File: config.mk
export PLATFORM = sky130hd
export DESIGN_NAME = digital_volume_ramp_control
export DESIGN_NICKNAME = d
export VERILOG_FILES = /design/src/rtl/volume_ramp_pkg.sv /design/src/rtl/ramp_tick_gen.sv /design/src/rtl/digital_volume_ramp_control.sv
export VERILOG_INCLUDE_DIRS = /design/src /design/src/rtl
export SDC_FILE = /design/constraint.sdc
export NUM_CORES = 1
export LEC_CHECK = 0
export BUFFER_PORTS_ARGS = -buffer_cell sky130_fd_sc_hd__buf_4
export CORE_ASPECT_RATIO = 0.6
export CORE_UTILIZATION = 44
export CTS_CLUSTER_DIAMETER = 80
export DETAILED_ROUTE_END_ITERATION = 8
export MAX_ROUTING_LAYER = met4
export PLACE_DENSITY = 0.78
export SLEW_MARGIN = 25
export SYNTH_ARGS = -nofsm -noshare
export SYNTH_HDL_FRONTEND = slang
export SYNTH_SLANG_ARGS = --single-unit
export TNS_END_PERCENT = 30
File: constraint.sdc
create_clock -name clock -period 11.5 [get_ports clock]
set_input_delay 0.575 -clock clock [delete_from_list [all_inputs] [get_ports clock]]
set_output_delay 0.575 -clock clock [all_outputs]
set_load 0.005 [all_outputs]
File: src/rtl/volume_ramp_defs.svh
`ifndef VOLUME_RAMP_DEFS_SVH
`define VOLUME_RAMP_DEFS_SVH

// Register indices; the byte address is four times the index.
`define VR_IDX_MUTE_CTRL    8'h03
`define VR_IDX_LINK_SELECT  8'h3C
`define VR_IDX_RIGHT_GAIN   8'h3E
`define VR_IDX_NORMAL_RAMP  8'h3F
`define VR_IDX_EMERG_RAMP   8'h40
`define VR_IDX_STATUS       8'h70

// Reset values.
`define VR_RST_MUTE_CTRL    8'h00
`define VR_RST_LINK_SELECT  2'h0
`define VR_RST_RIGHT_GAIN   8'h30
`define VR_RST_NORMAL_RAMP  8'h33
`define VR_RST_EMERG_RAMP   8'h10

// Field positions.
`define VR_NDR_MSB 7
`define VR_NDR_LSB 6
`define VR_NDS_MSB 5
`define VR_NDS_LSB 4
`define VR_NUR_MSB 3
`define VR_NUR_LSB 2
`define VR_NUS_MSB 1
`define VR_NUS_LSB 0
`define VR_EDR_MSB 7
`define VR_EDR_LSB 6
`define VR_EDS_MSB 5
`define VR_EDS_LSB 4
`define VR_MUTE_BIT 0

// Gain codes and encodings.
`define VR_GAIN_MUTE    8'hFF
`define VR_RATE_INSTANT 2'h3
`define VR_LINK_FOLLOW  2'h1

// Timing: system clock and audio sample rate.
`define VR_CLOCK_HZ  100000000
`define VR_FS_HZ     96000
`define VR_FS_DIV    (`VR_CLOCK_HZ / `VR_FS_HZ)

`endif

File: src/rtl/volume_ramp_pkg.sv
package volume_ramp_pkg;

   // Ramp controller states, Gray coded along idle-down-muted-up.
   typedef enum logic [2:0] {
      ST_IDLE  = 3'h0,
      ST_DOWN  = 3'h1,
      ST_MUTED = 3'h3,
      ST_UP    = 3'h2,
      ST_EDOWN = 3'h6
   } ramp_state_t;

   // Rate and step pair of one ramp direction.
   typedef struct packed {
      logic [1:0] rate;
      logic [1:0] step;
   } ramp_cfg_t;

   // Captured address phase of a bus transfer.
   typedef struct packed {
      logic       valid;
      logic       write;
      logic [7:0] index;
   } bus_addr_t;

endpackage : volume_ramp_pkg

File: src/rtl/ramp_tick_gen.sv
`timescale 1ns/10ps
`default_nettype none
module ramp_tick_gen #(
   parameter int FS_DIV = 1041
) (
   // Clock and reset.
   input  wire logic       clock,
   input  wire logic       rst_b,
   // Control.
   input  wire logic [1:0] rate,
   input  wire logic       restart,
   // Update strobe.
   output logic            updateTick
);

   localparam int CW = $clog2(FS_DIV);

   logic [CW-1:0] fsCnt_reg;
   logic [CW-1:0] fsCnt_next;
   logic [1:0]    phase_reg;
   logic [1:0]    phase_next;
   logic [1:0]    lastPhase;
   logic          fsTick;

   // Sample period divider and 1, 2 or 4 period update phase.
   always_comb begin
      fsTick = (fsCnt_reg == CW'(FS_DIV - 1));
      case (rate)
         2'h1:    lastPhase = 2'h1;
         2'h2:    lastPhase = 2'h3;
         default: lastPhase = 2'h0;
      endcase
      updateTick = fsTick && (phase_reg == lastPhase);
      fsCnt_next = fsTick ? '0 : fsCnt_reg + CW'(1);
      phase_next = phase_reg;
      if (fsTick) begin
         phase_next = (phase_reg == lastPhase) ? 2'h0 : phase_reg + 2'h1;
      end
      if (restart) begin
         fsCnt_next = '0;
         phase_next = 2'h0;
      end
   end

   // Registers of the divider.
   always_ff @(posedge clock) begin
      if (!rst_b) begin
         fsCnt_reg <= '0;
         phase_reg <= 2'h0;
      end else begin
         fsCnt_reg <= fsCnt_next;
         phase_reg <= phase_next;
      end
   end

endmodule : ramp_tick_gen
`default_nettype wire

File: src/rtl/digital_volume_ramp_control.sv
`timescale 1ns/10ps
`default_nettype none
`include "volume_ramp_defs.svh"

// Function
// Gain code 0x00 is +24 dB, each step -0.5 dB, 0x30 is 0 dB.
// Code 0xFE is -103 dB, code 0xFF mutes the right channel.
// Soft ramp-down updates every 1, 2, 4 sample periods; 11 mutes at once.
// Soft ramp-down steps are 4, 2, 1 or 0.5 dB.
// Ramp-up updates every 1, 2, 4 sample periods; 11 restores at once.
// Ramp-up steps are 4, 2, 1 or 0.5 dB.
// Soft mute from pin or register uses the normal ramp-down settings.
// Soft unmute from pin or register uses the normal ramp-up settings.
// Clock error or power loss ramps down at the emergency rate.
// Emergency ramp-down steps are 4, 2, 1 or 0.5 dB.
// Link select 01 makes the right channel use the left gain.
// Ramps stop exactly at target or mute, clamping the last step.
module digital_volume_ramp_control
   import volume_ramp_pkg::*;
#(
   parameter int FS_DIV = `VR_FS_DIV
) (
   // Clock and reset.
   input  wire logic        clock,
   input  wire logic        rst_b,
   // AHB-Lite slave.
   input  wire logic        hsel,
   input  wire logic [31:0] haddr,
   input  wire logic [1:0]  htrans,
   input  wire logic        hwrite,
   input  wire logic [2:0]  hsize,
   input  wire logic [31:0] hwdata,
   input  wire logic        hready,
   output logic             hreadyout,
   output logic             hresp,
   output logic [31:0]      hrdata,
   // Mute sources and left channel setting.
   input  wire logic        soft_mute_pin_n,
   input  wire logic        clockError,
   input  wire logic        powerFail,
   input  wire logic [7:0]  leftGainCode,
   // Applied gain.
   output logic [7:0]       appliedGain,
   output logic             rampBusy,
   output logic             channelMuted
);

   ////////////////////////////////////////////////////////////////////////
   // Helper functions.

   // Step size in half-dB code units.
   function automatic logic [8:0] stepSize(input logic [1:0] sel);
      case (sel)
         2'h0:    stepSize = 9'h008;
         2'h1:    stepSize = 9'h004;
         2'h2:    stepSize = 9'h002;
         default: stepSize = 9'h001;
      endcase
   endfunction : stepSize

   // One step toward mute, clamped at the mute code.
   function automatic logic [7:0] stepDown(input logic [7:0] g,
                                           input logic [1:0] sel);
      logic [8:0] sum;
      sum = {1'b0, g} + stepSize(sel);
      stepDown = (sum > 9'h0FF) ? `VR_GAIN_MUTE : sum[7:0];
   endfunction : stepDown

   // One step toward the target, clamped at the target.
   function automatic logic [7:0] stepUp(input logic [7:0] g,
                                         input logic [1:0] sel,
                                         input logic [7:0] t);
      logic [8:0] dif;
      dif = {1'b0, g} - stepSize(sel);
      if (dif[8] || dif[7:0] <= t) begin
         stepUp = t;
      end else begin
         stepUp = dif[7:0];
      end
   endfunction : stepUp

   ////////////////////////////////////////////////////////////////////////
   // Register bus.

   bus_addr_t  addr_reg;
   bus_addr_t  addr_next;
   logic [7:0] muteCtrl_reg;
   logic [7:0] muteCtrl_next;
   logic [1:0] linkSel_reg;
   logic [1:0] linkSel_next;
   logic [7:0] rightGain_reg;
   logic [7:0] rightGain_next;
   logic [7:0] normRamp_reg;
   logic [7:0] normRamp_next;
   logic [7:0] emRamp_reg;
   logic [7:0] emRamp_next;
   logic [31:0] rdata_reg;
   logic [31:0] rdata_next;
   logic [7:0] gain_reg;
   logic [7:0] gain_next;
   ramp_state_t state_reg;
   ramp_state_t state_next;
   logic        accept;
   logic [7:0]  reqIndex;
   logic        inRange;

   // Slave never stalls and always answers OKAY.
   assign hreadyout = 1'b1;
   assign hresp     = 1'b0;
   assign hrdata    = rdata_reg;

   // Address decode, register writes in the data phase, read mux.
   always_comb begin
      accept   = hsel && htrans[1] && hready;
      inRange  = (haddr[31:10] == 22'h0);
      reqIndex = haddr[9:2];
      addr_next.valid = accept && inRange;
      addr_next.write = hwrite;
      addr_next.index = reqIndex;
      muteCtrl_next  = muteCtrl_reg;
      linkSel_next   = linkSel_reg;
      rightGain_next = rightGain_reg;
      normRamp_next  = normRamp_reg;
      emRamp_next    = emRamp_reg;
      if (addr_reg.valid && addr_reg.write) begin
         case (addr_reg.index)
            `VR_IDX_MUTE_CTRL:   muteCtrl_next  = {7'h0, hwdata[0]};
            `VR_IDX_LINK_SELECT: linkSel_next   = hwdata[1:0];
            `VR_IDX_RIGHT_GAIN:  rightGain_next = hwdata[7:0];
            `VR_IDX_NORMAL_RAMP: normRamp_next  = hwdata[7:0];
            `VR_IDX_EMERG_RAMP:  emRamp_next    = {hwdata[7:4], 4'h0};
            default:             ;
         endcase
      end
      rdata_next = 32'h0000_0000;
      if (accept && inRange && !hwrite) begin
         case (reqIndex)
            `VR_IDX_MUTE_CTRL:   rdata_next = {24'h0, muteCtrl_next};
            `VR_IDX_LINK_SELECT: rdata_next = {30'h0, linkSel_next};
            `VR_IDX_RIGHT_GAIN:  rdata_next = {24'h0, rightGain_next};
            `VR_IDX_NORMAL_RAMP: rdata_next = {24'h0, normRamp_next};
            `VR_IDX_EMERG_RAMP:  rdata_next = {24'h0, emRamp_next};
            `VR_IDX_STATUS:      rdata_next = {20'h0, rampBusy,
                                               state_reg, gain_reg};
            default:             rdata_next = 32'h0000_0000;
         endcase
      end
   end

   // Bus and configuration registers.
   always_ff @(posedge clock) begin
      if (!rst_b) begin
         addr_reg      <= '0;
         muteCtrl_reg  <= `VR_RST_MUTE_CTRL;
         linkSel_reg   <= `VR_RST_LINK_SELECT;
         rightGain_reg <= `VR_RST_RIGHT_GAIN;
         normRamp_reg  <= `VR_RST_NORMAL_RAMP;
         emRamp_reg    <= `VR_RST_EMERG_RAMP;
         rdata_reg     <= 32'h0000_0000;
      end else begin
         addr_reg      <= addr_next;
         muteCtrl_reg  <= muteCtrl_next;
         linkSel_reg   <= linkSel_next;
         rightGain_reg <= rightGain_next;
         normRamp_reg  <= normRamp_next;
         emRamp_reg    <= emRamp_next;
         rdata_reg     <= rdata_next;
      end
   end

   ////////////////////////////////////////////////////////////////////////
   // Ramp controller.

   ramp_cfg_t  downCfg;
   ramp_cfg_t  upCfg;
   ramp_cfg_t  emCfg;
   logic [1:0] tickRate;
   logic       updateTick;
   logic       muteReq;
   logic       emergReq;
   logic [7:0] target;

   // Field split and request sources.
   always_comb begin
      downCfg.rate = normRamp_reg[`VR_NDR_MSB:`VR_NDR_LSB];
      downCfg.step = normRamp_reg[`VR_NDS_MSB:`VR_NDS_LSB];
      upCfg.rate   = normRamp_reg[`VR_NUR_MSB:`VR_NUR_LSB];
      upCfg.step   = normRamp_reg[`VR_NUS_MSB:`VR_NUS_LSB];
      emCfg.rate   = emRamp_reg[`VR_EDR_MSB:`VR_EDR_LSB];
      emCfg.step   = emRamp_reg[`VR_EDS_MSB:`VR_EDS_LSB];
      muteReq  = !soft_mute_pin_n || muteCtrl_reg[`VR_MUTE_BIT];
      emergReq = clockError || powerFail;
      target = (linkSel_reg == `VR_LINK_FOLLOW) ? leftGainCode
                                                : rightGain_reg;
      case (state_reg)
         ST_DOWN:  tickRate = downCfg.rate;
         ST_UP:    tickRate = upCfg.rate;
         ST_EDOWN: tickRate = emCfg.rate;
         default:  tickRate = 2'h0;
      endcase
   end

   // Update strobe; restarts on every state change.
   ramp_tick_gen #(
      .FS_DIV     (FS_DIV)
   ) tickGen (
      .clock      (clock),
      .rst_b      (rst_b),
      .rate       (tickRate),
      .restart    (state_next != state_reg),
      .updateTick (updateTick)
   );

   // Next state and next applied gain code.
   always_comb begin
      state_next = state_reg;
      gain_next  = gain_reg;
      case (state_reg)
         ST_IDLE: begin
            gain_next = target;
            if (emergReq) begin
               state_next = ST_EDOWN;
            end else if (muteReq) begin
               state_next = ST_DOWN;
            end
         end
         ST_DOWN: begin
            if (emergReq) begin
               state_next = ST_EDOWN;
            end else if (!muteReq) begin
               state_next = ST_UP;
            end else if (downCfg.rate == `VR_RATE_INSTANT) begin
               gain_next  = `VR_GAIN_MUTE;
               state_next = ST_MUTED;
            end else if (updateTick) begin
               gain_next = stepDown(gain_reg, downCfg.step);
               if (gain_next == `VR_GAIN_MUTE) begin
                  state_next = ST_MUTED;
               end
            end
         end
         ST_EDOWN: begin
            if (emCfg.rate == `VR_RATE_INSTANT) begin
               gain_next  = `VR_GAIN_MUTE;
               state_next = ST_MUTED;
            end else if (updateTick) begin
               gain_next = stepDown(gain_reg, emCfg.step);
               if (gain_next == `VR_GAIN_MUTE) begin
                  state_next = ST_MUTED;
               end
            end
         end
         ST_MUTED: begin
            gain_next = `VR_GAIN_MUTE;
            if (!emergReq && !muteReq) begin
               state_next = ST_UP;
            end
         end
         ST_UP: begin
            if (emergReq) begin
               state_next = ST_EDOWN;
            end else if (muteReq) begin
               state_next = ST_DOWN;
            end else if (upCfg.rate == `VR_RATE_INSTANT
                         || gain_reg <= target) begin
               gain_next  = target;
               state_next = ST_IDLE;
            end else if (updateTick) begin
               gain_next = stepUp(gain_reg, upCfg.step, target);
               if (gain_next == target) begin
                  state_next = ST_IDLE;
               end
            end
         end
         default: begin
            state_next = ST_IDLE;
         end
      endcase
   end

   // Ramp state and applied gain registers.
   always_ff @(posedge clock) begin
      if (!rst_b) begin
         state_reg <= ST_IDLE;
         gain_reg  <= `VR_RST_RIGHT_GAIN;
      end else begin
         state_reg <= state_next;
         gain_reg  <= gain_next;
      end
   end

   assign appliedGain  = gain_reg;
   assign rampBusy     = (state_reg != ST_IDLE) && (state_reg != ST_MUTED);
   assign channelMuted = (gain_reg == `VR_GAIN_MUTE);
endmodule : digital_volume_ramp_control
`default_nettype wire

# == After elaboration in Yosys (flattened, before gate mapping) ==
# Index checks and enable logic that the tools add are counted.
# word_totals
rom_bits,0
register_bits,100
ramBits,0
latch_bits,0
in_bits,85
n_memories,0
wordCells,159
# classes
shifts,0
n_mux,67
n_bitwise,1
div_mod_pow,0
n_reduce_logical,27
n_addsub,5
multipliers,0
n_eq_ne,42
magnitude_cmp,4
# ops
operator,n
$mux 8,27
$mux 9,13
$pmux 12 s6,1
$eq 8x6->1 const B,6
$mux 3,16
$pmux 8 s5,1
$pmux 4 s3,3
$eq 8x7->1 const B,3
$eq 8x8->1 const B,3
$logic_not 22->1,1
$add 8x9->9,2
$gt 9x8->1 const B,2
$eq 8x2->1 const B,2
$le 8x8->1,2
$pmux 3 s5,1
$eq 2x2->1 const B,7
$ne 3x2->1 const B,4
$add 11x1->11 const B,1
$eq 11x11->1 const B,1
$eq 2x1->1 const B,5
$sub 8x9->9,1
$eq 8x8->1,1
$logic_and 1x1->1,8
$ne 2x2->1 const B,4
20 further kinds,31

# == Logic depth before layout (Yosys ltp) ==
# Gate-level depths: netlist of run 1.
# depth
ltp_word,29
depth_mapped,18
depth_no_buf,17

# == Modules after synthesis ==
# From an unflattened synthesis of run 1, not the netlist that was laid out.
# hier_totals
cells_unflattened,664
hier_area_um2,5435.2
# by_module_without_submodules
mod,n_inst,cells_per_inst,area_per_inst_um2,seq_area_each_um2
digital_volume_ramp_control,1,591,4812.1,1341.3
ramp_tick_gen,1,73,623.1,260.2

# == Worst setup path after synthesis of run 1 ==
# No wires, ideal clock.
# synth_timing
path_kind,register -> register
from,register normRamp_reg[1]
to,register tickGen.fsCnt_reg[2]
path_stages_with_launch,19
setup_slack_ns,7.785
arrival_ns,3.628
setup_ns,0.088
required_ns,11.412
cell_sequence,dfxtp_1 > and2_1 > ha_1 > inv_1 > fa_1 > a21o_1 > a2111oi_2 > xnor2_1 > inv_1 > ha_1 > nand4_1 > nor2_1 > a32oi_1 > o31ai_1 > a211o_1 > a31oi_1 > o211ai_2 > buf_4 > nor4_2
# synth_via
elab_chain_len,25
elab_cells_between_ends,27
cone_classes,1 x add/sub; 1 x order compare; 4 x eq/ne; 18 x mux; 3 x reduce/logical
# synth_lines
item,line,text
start: declaration,digital_volume_ramp_control.sv:93,logic [7:0] normRamp_reg;
start signal: assignment,digital_volume_ramp_control.sv:157,normRamp_reg <= `VR_RST_NORMAL_RAMP;
start signal: assignment,digital_volume_ramp_control.sv:165,normRamp_reg <= normRamp_next;
"$eq 2x2->1, or another cell as far along",digital_volume_ramp_control.sv:53,case (sel)
$pmux 4 s3 (*),digital_volume_ramp_control.sv:53,
$mux 9 (*),digital_volume_ramp_control.sv:268,end else if (updateTick) begin
$mux 9 (*),digital_volume_ramp_control.sv:264,end else if (upCfg.rate == `VR_RATE_INSTANT
$mux 9 (*),digital_volume_ramp_control.sv:262,end else if (muteReq) begin
$mux 9 (*),digital_volume_ramp_control.sv:260,if (emergReq) begin
$mux 9 (*),digital_volume_ramp_control.sv:218,case (state_reg)
$sub 8x9->9 (*),digital_volume_ramp_control.sv:74,"dif = {1'b0, g} - stepSize(sel);"
[... 9 more ...],n/a,
$mux 3 (*),digital_volume_ramp_control.sv:270,if (gain_next == target) begin
$mux 3 (*),digital_volume_ramp_control.sv:268,
$mux 3 (*),digital_volume_ramp_control.sv:264,
$mux 3 (*),digital_volume_ramp_control.sv:262,
$mux 3 (*),digital_volume_ramp_control.sv:260,
$pmux 3 s5 (*),digital_volume_ramp_control.sv:218,
$ne 3x3->1 (*),digital_volume_ramp_control.sv:210,".restart (state_next != state_reg),"
$reduce_or 3->1 (no line) (*),n/a,
end signal: assignment,ramp_tick_gen.sv:51,fsCnt_reg <= fsCnt_next;
end: declaration,ramp_tick_gen.sv:18,logic [CW-1:0] fsCnt_reg;
# Every way passes the cells marked *; elsewhere a longest branch is shown, timed or not. The select of a mux whose other input is x is not followed.
# A chain may end at the register's enable or synchronous reset.

# == Worst setup path after layout of run 1 ==
# layout_timing
from,register gain_reg[0] (netlist: appliedGain[0])
to,register tickGen.fsCnt_reg[1]
# layout_via
elab_chain_len,18
elab_cells_between_ends,36
cone_classes,3 x add/sub; 4 x order compare; 4 x eq/ne; 22 x mux; 3 x reduce/logical
# layout_lines
item,line,text
start: declaration,digital_volume_ramp_control.sv:99,logic [7:0] gain_reg;
start signal: assignment,digital_volume_ramp_control.sv:285,gain_reg <= `VR_RST_RIGHT_GAIN;
start signal: assignment,digital_volume_ramp_control.sv:288,gain_reg <= gain_next;
$sub 8x9->9,digital_volume_ramp_control.sv:74,
$le 8x8->1,digital_volume_ramp_control.sv:75,if (dif[8] || dif[7:0] <= t) begin
$logic_or 1x1->1,digital_volume_ramp_control.sv:75,
$mux 8,digital_volume_ramp_control.sv:75,
$mux 8,digital_volume_ramp_control.sv:268,
$mux 8,digital_volume_ramp_control.sv:264,
$mux 8,digital_volume_ramp_control.sv:262,
$mux 8,digital_volume_ramp_control.sv:260,
[... 2 more ...],n/a,
$mux 3,digital_volume_ramp_control.sv:270,
$mux 3,digital_volume_ramp_control.sv:268,
$mux 3,digital_volume_ramp_control.sv:264,
$mux 3,digital_volume_ramp_control.sv:262,
$mux 3,digital_volume_ramp_control.sv:260,
$pmux 3 s5 (*),digital_volume_ramp_control.sv:218,
$ne 3x3->1 (*),digital_volume_ramp_control.sv:210,
$reduce_or 3->1 (no line) (*),n/a,
# Marks and branches as above.

==> results of run 1 <==
per-stage QoR:
stage | util (%) | area (um2) | cells | setup WS (ps) | hold WS (ps)
floorplan | - | 5500 | 681 | 7780 | 409
global placement | 51.4 | 5990 | 870 | 7280 | 417
detailed placement | 51.4 | 5990 | 870 | 7070 | 421
CTS | 54.1 | 6300 | 886 | 7000 | 432
global route | 54.1 | 6300 | 886 | 6730 | 444
finish | 54.1 | 6300 | 886 | 6910 | 430
cell usage after synthesis, drive strengths merged, types with 3 or more instances:
cell     instances  area [um2]
a31oi            4        25.0
nor2b           28         183
o21bai           3        22.5
nor2            55         211
a21oi           59         295
xnor2           15         131
clkbuf          15        56.3
o22ai            4        25.0
fa               3        60.1
nor3            18         101
and2            17         106
a2111oi          3        32.5
mux2i           39         390
a211oi           4        30.0
o311ai           3        26.3
nor4b            5        43.8
and3            13        81.3
xor2            17         149
ha              31         388
o21a             4        30.0
nand2b          13        81.3
o221ai           3        26.3
o21ai           29         145
inv             27         101
nor4            13         106
a22oi            3        22.5
buf             33         231
o211ai           5        42.5
nand4           14        87.6
nand3           24         120
dfxtp           80        1600
nand2           40         150
mux2             4        45.0
worst max path at each step:
| stage | to | depth (start not counted) | startpoint |
|---|---|---|---|
| 6_report | tickGen.fsCnt_reg[1] | 16 | appliedGain[0] |
| 5_1_grt | tickGen.fsCnt_reg[1] | 17 | appliedGain[0] |
| 4_1_cts | tickGen.fsCnt_reg[1] | 17 | appliedGain[0] |
| 3_5_place_dp | tickGen.fsCnt_reg[1] | 17 | appliedGain[0] |
| 3_3_place_gp | tickGen.fsCnt_reg[1] | 17 | appliedGain[0] |
| 2_1_floorplan | tickGen.fsCnt_reg[2] | 18 | normRamp_reg[1] |
cell type report:
type / count / area (um2) / share of cell area [%]
clock buffers: 9 / 225 / 3.57
clock inverters: 7 / 86.3 / 1.37
inverters: 27 / 101 / 1.61
multi-input cells: 526 / 3510 / 55.7
flip-flops and latches: 80 / 1600 / 25.4
well taps: 160 / 200 / 3.18
repair buffers: 77 / 578 / 9.18
worst max-delay path, cell delays in order (launching register included):
cell and delay, ps:
dfxtp_1 420, inv_1 190, ha_1 200, inv_1 60, fa_1 400, a21o_1 240, a2111oi_2 410, xnor2_1 250
inv_1 80, ha_1 300, nand4_1 180, o21bai_1 250, o31ai_1 170, a211o_1 320, a31oi_1 290, o211ai_2 330
nor4b_1 380
logic make-up after synthesis:
logic type	Yosys count	synth area share, %
other	2	0.139
flip-flops	80	29.5
AND/OR/NAND/NOR	251	25.1
AO/OA/AOI/OAI	144	16.6
adder cells (fa/ha/maj)	34	8.26
XOR/XNOR	32	5.17
multiplexers	43	8.03
buffers and inverters	75	7.18
power groups by stage:
| stage | clock (uW) | combinational (uW) | sequential (uW) |
|---|---|---|---|
| 3_3_place_gp | 0 | 215 | 318 |
| 3_5_place_dp | 0 | 227 | 319 |
| 6_report | 304 | 236 | 315 |
| 2_1_floorplan | 0 | 175 | 301 |
| 5_1_grt | 321 | 258 | 315 |
| 4_1_cts | 307 | 230 | 312 |
metal layers:
layer  up-vias  GRT usage [%]
met3        40           7.50
met1      2432           34.8
met5         -              -
li1       2451              -
met2       293           39.0
met4         0           7.56
==> run summary, run 1 <==
### Synth
• Most used DFF post-synth: dfxtp_1
• synthesized area per cell: 8.20 um2
• gate count after technology mapping: 661
• share of flip-flops with an asynchronous set or reset: 0%
• sequential fraction of the synthesis area: 29.5%
• number of distinct library cells after synthesis: 66
• warning count from the yosys run: 0
• number of enable flip-flop cells after synthesis: 0
• synthesized area: 0.00542 mm2
• register bit count reported by yosys: 80

### Flow run
• number of max-cap violations: 0

### Placement
• RD Place Congestion: 0.964
• placed wire-length estimate after detailed placement: 12200 um
• Buffers on Ports: 76

### Floorplan
• count of pins on the block boundary: 129
• Chip Width: 145 um
• effective utilization at floorplan: 46.6%
• die height: 88.0 um
• cell row count: 30
• area enclosed by the die boundary: 0.0128 mm2
• core footprint: 0.0116 mm2

### GRT
• gr usage total: 26.3%
• global-route wire length before repair: 25400 um
• via count of the first global-routing pass: 4921
• final global-route overflow total: 0
• maximum number of pins on one net before global-route repair: 52
• number of antenna violations at the first check in global routing: 0

### STA
• post-route minimum period: 4590 ps
• number of endpoints failing setup at the final stage: 0
• total count of hold-check failures in the final report: 0
• Slew Limit Headroom: 31.6%
• worst clock skew: 9.71 ps
• number of max-slew violations in the final report: 0
• slew at the pin with the worst max-slew slack: 1020 ps
• Fin Setup TNS: 0 ps
• share of the clock period used by the worst path after layout: 39.9%
• Peak Freq: 0.218 GHz
• unrepaired setup endpoints after global routing: false

### Setup path
• element type at the critical path start: register
• WP data arrival: 4830 ps
• worst-path fanout max: 13
• category of the most critical setup path: reg2reg
• cell count of the worst reg-to-reg path: 16
• Critical Path Sink Type: register
• required time of the critical path: 11740 ps
• flop-to-flop setup slack: 6910 ps
• startpoint of the most critical register-to-register path: appliedGain[0]
• endpoint of the worst-slack reg-to-reg timing path: tickGen.fsCnt_reg[1]

### Clocking
• clock transition at the register clock pins on the worst setup and hold paths after CTS: 70 ps
• post-cts gate resize count: 0
• hold_buf cts: 0
• CTS Buffer Depth: 2
• CTS H-tree depth: 3
• Setup Buffers After CTS: 0
• Clk Tree Root Cell: clkbuf_16
• clock sinks: 80
• TritonCTS clock tree: done
• worst skew pair latency: 350 ps
• number of CTS-inserted buffers: 9

### Power
• Lkg Pwr: 0.00251 uW
• sequential power share: 36.8%
• proportion of power drawn by combinational gates: 27.7%
• switching power share of the total: 34.8%
• worst vdd ir: 0.0806 mV
• overall power after layout: 855 uW
• Clk pwr share: 35.6%
• Internal Dissipation: 557 uW
• Power per Cell Area: 136 mW/mm2
• switching power of the nets: 298 uW

### Cells and area
• NumNets Final: 840
• Area growth syn-to-layout: 16.2%
• number of fill cells in the layout: 1062
• max reg flops: 12
• Inserted Diodes: 0
• leading cell types in the layout, fill and taps excluded: dfxtp_1 (80), buf_4 (77), a21oi_1 (59)
• ratio of cells with drive above 1 in the final layout: 15.3%
• leading cell type in the layout, fill and taps excluded: dfxtp_1

### Routing
• routed length on met3: 1780 um
• wire length per cell: 18.0 um
• Met2 Wirelength: 6480 um
• number of DRC markers in iteration 0: 578
• first-pass iteration count of the detailed router: 5
• Avg Vias per Cell: 5.89
• Routed Antenna Nets: 0
• top routing layer in use: met4
• wirelength, routed: 15900 um
• count of vias placed by the detailed router: 5216
• DRC viols: 0
• sum of routed wire segments on met1: 7370 um

### Worst hold path
• WHS Endpoint: muteCtrl_reg[6]
• start point of the worst min-delay path: muteCtrl_reg[6]
• hold path depth: 2
• Hold Crit Class: reg2reg

### Run status
• status: complete, no violations

Note: power is estimated with default switching activity, not from simulation.
==> run 2, diff against run 1 <==
--- a/config.mk
+++ b/config.mk
@@ -12,7 +12,7 @@
 export CTS_CLUSTER_DIAMETER = 80
 export DETAILED_ROUTE_END_ITERATION = 8
 export MAX_ROUTING_LAYER = met4
-export PLACE_DENSITY = 0.78
+export PLACE_DENSITY = 0.8
 export SLEW_MARGIN = 25
 export SYNTH_ARGS = -nofsm -noshare
 export SYNTH_HDL_FRONTEND = slang
==> constraint.sdc (replaced) <==
create_clock -name clock -period 3.9 [get_ports clock]
set_input_delay 0.195 -clock clock [delete_from_list [all_inputs] [get_ports clock]]
set_output_delay 0.195 -clock clock [all_outputs]
set_load 0.005 [all_outputs]
==> run 2 against run 1 <==
Net effect: routed wire length shrank 0.49%; combinational power rose to 3.7 times the previous value; worst hold slack got worse by 360 ps; clock skew decreased by 3.7 ps; sequential power grew to 2.7 times the previous value; largest power group is now combinational logic.
==> run summary, run 2 (synthesis gave the netlist of run 1 again) <==
### Run status
• status: complete, no violations

### STA
• number of max-slew violations in the final report: 0
• Worst Hold Margin: 70.0 ps
• post-route minimum period: 3730 ps
• share of the clock period used by the worst path after layout: 95.8%
• Slew Limit Headroom: 26.1%
• number of endpoints failing setup at the final stage: 0
• Peak Freq: 0.268 GHz
• total count of hold-check failures in the final report: 0
• final worst setup slack: 166 ps
• worst clock skew: 5.97 ps
• slew at the pin with the worst max-slew slack: 1110 ps

### GRT
• gr usage total: 25.9%
• final global-route overflow total: 0
• via count of the first global-routing pass: 4730
• global-route wire length before repair: 24700 um
• number of antenna violations at the first check in global routing: 0
• maximum number of pins on one net before global-route repair: 52

### Clocking
• TritonCTS clock tree: done
• clock sinks: 80
• CTS Buffer Depth: 2
• worst skew pair latency: 350 ps
• Clk Tree Root Cell: clkbuf_16
• CTS H-tree depth: 3
• number of CTS-inserted buffers: 9
• hold_buf cts: 0
• clock transition at the register clock pins on the worst setup and hold paths after CTS: 70 ps

### Floorplan
• effective utilization at floorplan: 46.6%
• die height: 88.0 um
• core footprint: 0.0116 mm2
• Chip Width: 145 um
• count of pins on the block boundary: 129
• area enclosed by the die boundary: 0.0128 mm2
• cell row count: 30

### Setup path
• Critical Path End: tickGen.fsCnt_reg[10]
• startpoint of the most critical setup path: normRamp_reg[0]
• WP data arrival: 4000 ps
• cell count of the worst reg-to-reg path: 17
• endpoint of the worst-slack reg-to-reg timing path: tickGen.fsCnt_reg[10]
• Critical Path Sink Type: register
• family with the most delay on the worst path: simple AND/OR/NAND/NOR gates
• category of the most critical setup path: reg2reg
• Levels on crit path: 17
• worst-path fanout max: 6
• slowest stage cell on the critical path: or4_1
• Cell Chain, Critical Path: buf_4 > or2_2 > ha_4 > or4_1 > nor2_2 > xnor2_1 > inv_1 > ha_1 > nand4_1 > nor2_1 > a32oi_1 > o31ai_2 > a211o_1 > a31oi_4 > o211ai_2 > buf_6 > nor4_4
• flop-to-flop setup slack: 170 ps
• Crit path largest cell delay: 450 ps
• required time of the critical path: 4160 ps
• buffers and inverters on the worst path: 3
• startpoint of the most critical register-to-register path: normRamp_reg[0]
• element type at the critical path start: register

### Worst hold path
• Hold Crit Class: in2reg

### Power
• worst vdd ir: 0.243 mV
• proportion of power drawn by combinational gates: 33.8%
• Clk pwr share: 32.9%
• switching power share of the total: 35.3%
• switching power of the nets: 916 uW
• Internal Dissipation: 1680 uW
• Power per Cell Area: 389 mW/mm2
• Lkg Pwr: 0.00267 uW
• sequential power share: 33.2%

### Placement
• setup slack after placement: -68.6 ps
• post-placement cell count: 903
• Buffers on Ports: 76
• RD Place Congestion: 0.992
• placed wire-length estimate after detailed placement: 11900 um

### Cells and area
• Area growth syn-to-layout: 23.1%
• non-filler cells in the finished layout: 920
• max reg flops: 12
• NumNets Final: 874
• leading cell type in the layout, fill and taps excluded: buf_4
• total area of sequential cells: 0.00160 mm2
• Inserted Diodes: 0
• ratio of cells with drive above 1 in the final layout: 20.9%
• area used by multi-input combinational logic: 0.00363 mm2
• leading cell types in the layout, fill and taps excluded: buf_4 (109), dfxtp_1 (79), a21oi_1 (57)
• number of fill cells in the layout: 1038

### Routing
• count of vias placed by the detailed router: 5277
• DRC viols: 0
• Avg Vias per Cell: 5.74
• wire length per cell: 17.2 um
• first-pass iteration count of the detailed router: 6
• Routed Antenna Nets: 0
• number of DRC markers in iteration 0: 672
• wirelength, routed: 15900 um

### Flow run
• number of max-cap violations: 0

## run 2: metal layers
layer  wire length, um  GRT usage, %  up-vias
li1                  -             -     2516
met1              7340          35.4     2418
met2              6200          35.9      311
met3              2050          8.13       32
met4               271          7.75        0
met5                 0             -        -
## run 2: how the worst min path moves through the flow
stage / start / to / cells after the start / slack [ps]
2_1_floorplan: haddr[2] / addr_reg[0] / 1 / 320
5_1_grt: hwrite / addr_reg[8] / 2 / 70
4_1_cts: haddr[8] / addr_reg[6] / 2 / 60
3_5_place_dp: muteCtrl_reg[1] / muteCtrl_reg[1] / 2 / 420
3_3_place_gp: muteCtrl_reg[1] / muteCtrl_reg[1] / 2 / 420
6_report: haddr[5] / addr_reg[3] / 2 / 70
## run 2: layout make-up
type,instances,area share (%)
timing repair buffer,111,12.6
tap,160,3.00
clock inverter,6,0.937
sequential,80,24.0
clock buffer,10,3.58
multi-input combinational,526,54.3
inverter,27,1.52
## run 2: what timing repair did
action / CTS / global route
buffers inserted: 0 / 1
endpoints found under the setup margin: 6 / 21
gates resized for setup: 3 / 20
pin swaps: 1 / 9
## run 2: worst register-to-register path, stage by stage, from the launching register on
cell,delay (ps)
dfxtp_2,330
buf_4,130
or2_2,310
ha_4,170
or4_1,450
nor2_2,160
xnor2_1,160
inv_1,70
ha_1,310
nand4_1,160
nor2_1,70
a32oi_1,200
o31ai_2,120
a211o_1,320
a31oi_4,180
o211ai_2,130
buf_6,180
nor4_4,210
## run 2: metrics by stage
step	area [um2]	util (%)	power (uW)	setup TNS, ps
floorplan	5500	-	1400	0
CTS	6560	56.4	2540	0
global route	6670	57.4	2710	-160
global placement	6230	53.6	1660	0
detailed placement	6230	53.6	1680	-211
finish	6670	57.4	2600	0
## run 2: power groups by stage
stage          sequential [uW]  clock [uW]  combinational [uW]
3_5_place_dp               879           0                 797
5_1_grt                    865         895                 948
4_1_cts                    860         864                 813
2_1_floorplan              887           0                 517
3_3_place_gp               879           0                 785
6_report                   863         856                 878
==> run 3, diff against run 2 <==
--- a/config.mk
+++ b/config.mk
@@ -13,6 +13,7 @@
 export DETAILED_ROUTE_END_ITERATION = 8
 export MAX_ROUTING_LAYER = met4
 export PLACE_DENSITY = 0.8
+export SETUP_SLACK_MARGIN = 0.3
 export SLEW_MARGIN = 25
 export SYNTH_ARGS = -nofsm -noshare
 export SYNTH_HDL_FRONTEND = slang
==> run 3 against run 2 <==
Net effect: via count is 0.21% higher; clock power is 4.7% higher; first-iteration DRC count is 15% lower; critical path type unchanged; maximum frequency is 1.9% higher; clock-buffer cell count is 1 lower; power is 2.8% higher.
==> run summary, run 3 (synthesis gave the netlist of run 1 again) <==
### STA
• final worst setup slack: 235 ps
• number of max-slew violations in the final report: 0
• unrepaired setup endpoints after global routing: true
• Worst Hold Margin: 68.8 ps
• share of the clock period used by the worst path after layout: 94.0%
• slew at the pin with the worst max-slew slack: 993 ps
• total count of hold-check failures in the final report: 0
• worst clock skew: 8.73 ps
• Peak Freq: 0.273 GHz
• post-route minimum period: 3660 ps
• number of endpoints failing setup at the final stage: 0
• Slew Limit Headroom: 33.7%

### Routing
• wire length per cell: 17.4 um
• number of DRC markers in iteration 0: 568
• count of vias placed by the detailed router: 5288
• DRC viols: 0
• Avg Vias per Cell: 5.72
• Routed Antenna Nets: 0
• wirelength, routed: 16100 um
• first-pass iteration count of the detailed router: 6

### Setup path
• endpoint of the worst-slack reg-to-reg timing path: tickGen.fsCnt_reg[1]
• category of the most critical setup path: reg2reg
• startpoint of the most critical register-to-register path: normRamp_reg[0]
• WP data arrival: 3940 ps
• cell count of the worst reg-to-reg path: 17
• flop-to-flop setup slack: 240 ps
• required time of the critical path: 4170 ps
• Critical Path Sink Type: register
• worst-path fanout max: 5
• element type at the critical path start: register
• startpoint of the most critical setup path: normRamp_reg[0]

### Worst hold path
• WHS Endpoint: addr_reg[8]
• hold path depth: 2
• start point of the worst min-delay path: hwrite
• Hold Crit Class: in2reg

### Cells and area
• leading cell types in the layout, fill and taps excluded: buf_4 (114), dfxtp_1 (78), a21oi_1 (58)
• ratio of cells with drive above 1 in the final layout: 22.4%
• Area growth syn-to-layout: 25.0%
• Inserted Diodes: 0
• max reg flops: 12
• non-filler cells in the finished layout: 925
• NumNets Final: 879
• leading cell type in the layout, fill and taps excluded: buf_4
• post-route design area: 0.00677 mm2
• final core utilization: 58.2%
• number of fill cells in the layout: 1032

### Clocking
• TritonCTS clock tree: done
• CTS H-tree depth: 3
• Clk Tree Root Cell: clkbuf_16
• hold_buf cts: 0
• number of CTS-inserted buffers: 9
• CTS Buffer Depth: 2
• worst skew pair latency: 350 ps
• clock transition at the register clock pins on the worst setup and hold paths after CTS: 70 ps
• clock sinks: 80

### Run status
• status: complete, no violations

### Placement
• placed wire-length estimate after detailed placement: 12100 um
• Buffers on Ports: 76
• RD Place Congestion: 1.01
• placed instance area: 0.00622 mm2
• post-placement cell count: 899
• setup slack after placement: -2.56 ps

### Floorplan
• area enclosed by the die boundary: 0.0128 mm2
• Chip Width: 145 um
• effective utilization at floorplan: 46.6%
• core footprint: 0.0116 mm2
• count of pins on the block boundary: 129
• die height: 88.0 um
• cell row count: 30

### GRT
• gr usage total: 26.3%
• final global-route overflow total: 0
• maximum number of pins on one net before global-route repair: 52
• via count of the first global-routing pass: 4902
• number of antenna violations at the first check in global routing: 0
• global-route wire length before repair: 25400 um

### Power
• Power per Cell Area: 394 mW/mm2
• Lkg Pwr: 0.00274 uW
• worst vdd ir: 0.249 mV

### Flow run
• number of max-cap violations: 0

-- run 3: what timing repair did --
item / in CTS / in global routing
gates cloned: 0 / 0
buffers inserted: 6 / 4
endpoints found under the setup margin: 19 / 22
resized for setup: 20 / 12
pin swaps: 16 / 14
-- run 3: cell type report --
class	instances	area, um2	share of cell area, %
flip-flops and latches	80	1600	23.7
well taps	160	200	2.96
inverters	27	101	1.50
multi-input cells	526	3680	54.3
clock buffers	9	225	3.33
clock inverters	7	86.3	1.27
repair buffers	116	878	13.0
-- run 3: worst max-delay path by stage --
stage | endpoint | slack, ps
6_report | tickGen.fsCnt_reg[1] | 240
5_1_grt | tickGen.fsCnt_reg[1] | 10
3_3_place_gp | tickGen.phase_reg[0] | 150
3_5_place_dp | tickGen.fsCnt_reg[10] | -3
2_1_floorplan | tickGen.fsCnt_reg[2] | 300
4_1_cts | tickGen.fsCnt_reg[1] | 240
-- run 3: metal layers --
layer	part of all wire (%)	wire (um)	vias up	GRT usage (%)
met5	0	0	-	-
met4	1.8	292	0	7.08
met3	12	1860	39	8.65
met2	40	6440	276	37.6
met1	47	7540	2450	35.2
li1	-	-	2523	-
-- run 3: metrics by stage --
stage               setup TNS (ps)  total power [uW]
finish                           0              2670
global route                     0              2790
CTS                              0              2600
detailed placement           -2.56              1670
global placement                 0              1650
floorplan                        0              1410
-- run 3: report_power, final --
part / switching [uW] / internal, uW / total (uW)
clock: 387 / 510 / 896
sequential: 24.5 / 840 / 865
combinational: 514 / 393 / 907
-- run 3: critical path, cell delays in order (launching register included) --
cell and delay, ps:
dfxtp_2 330, or2_2 330, ha_4 270, o21ai_0 90, a21oi_1 280, nor2_2 100
xnor2_1 220, inv_1 70, ha_1 310, nand4_1 160, nor2_1 70, a32oi_1 230
o31ai_2 120, a211o_1 340, a31oi_4 190, o211ai_2 120, buf_6 180, nor4b_2 190
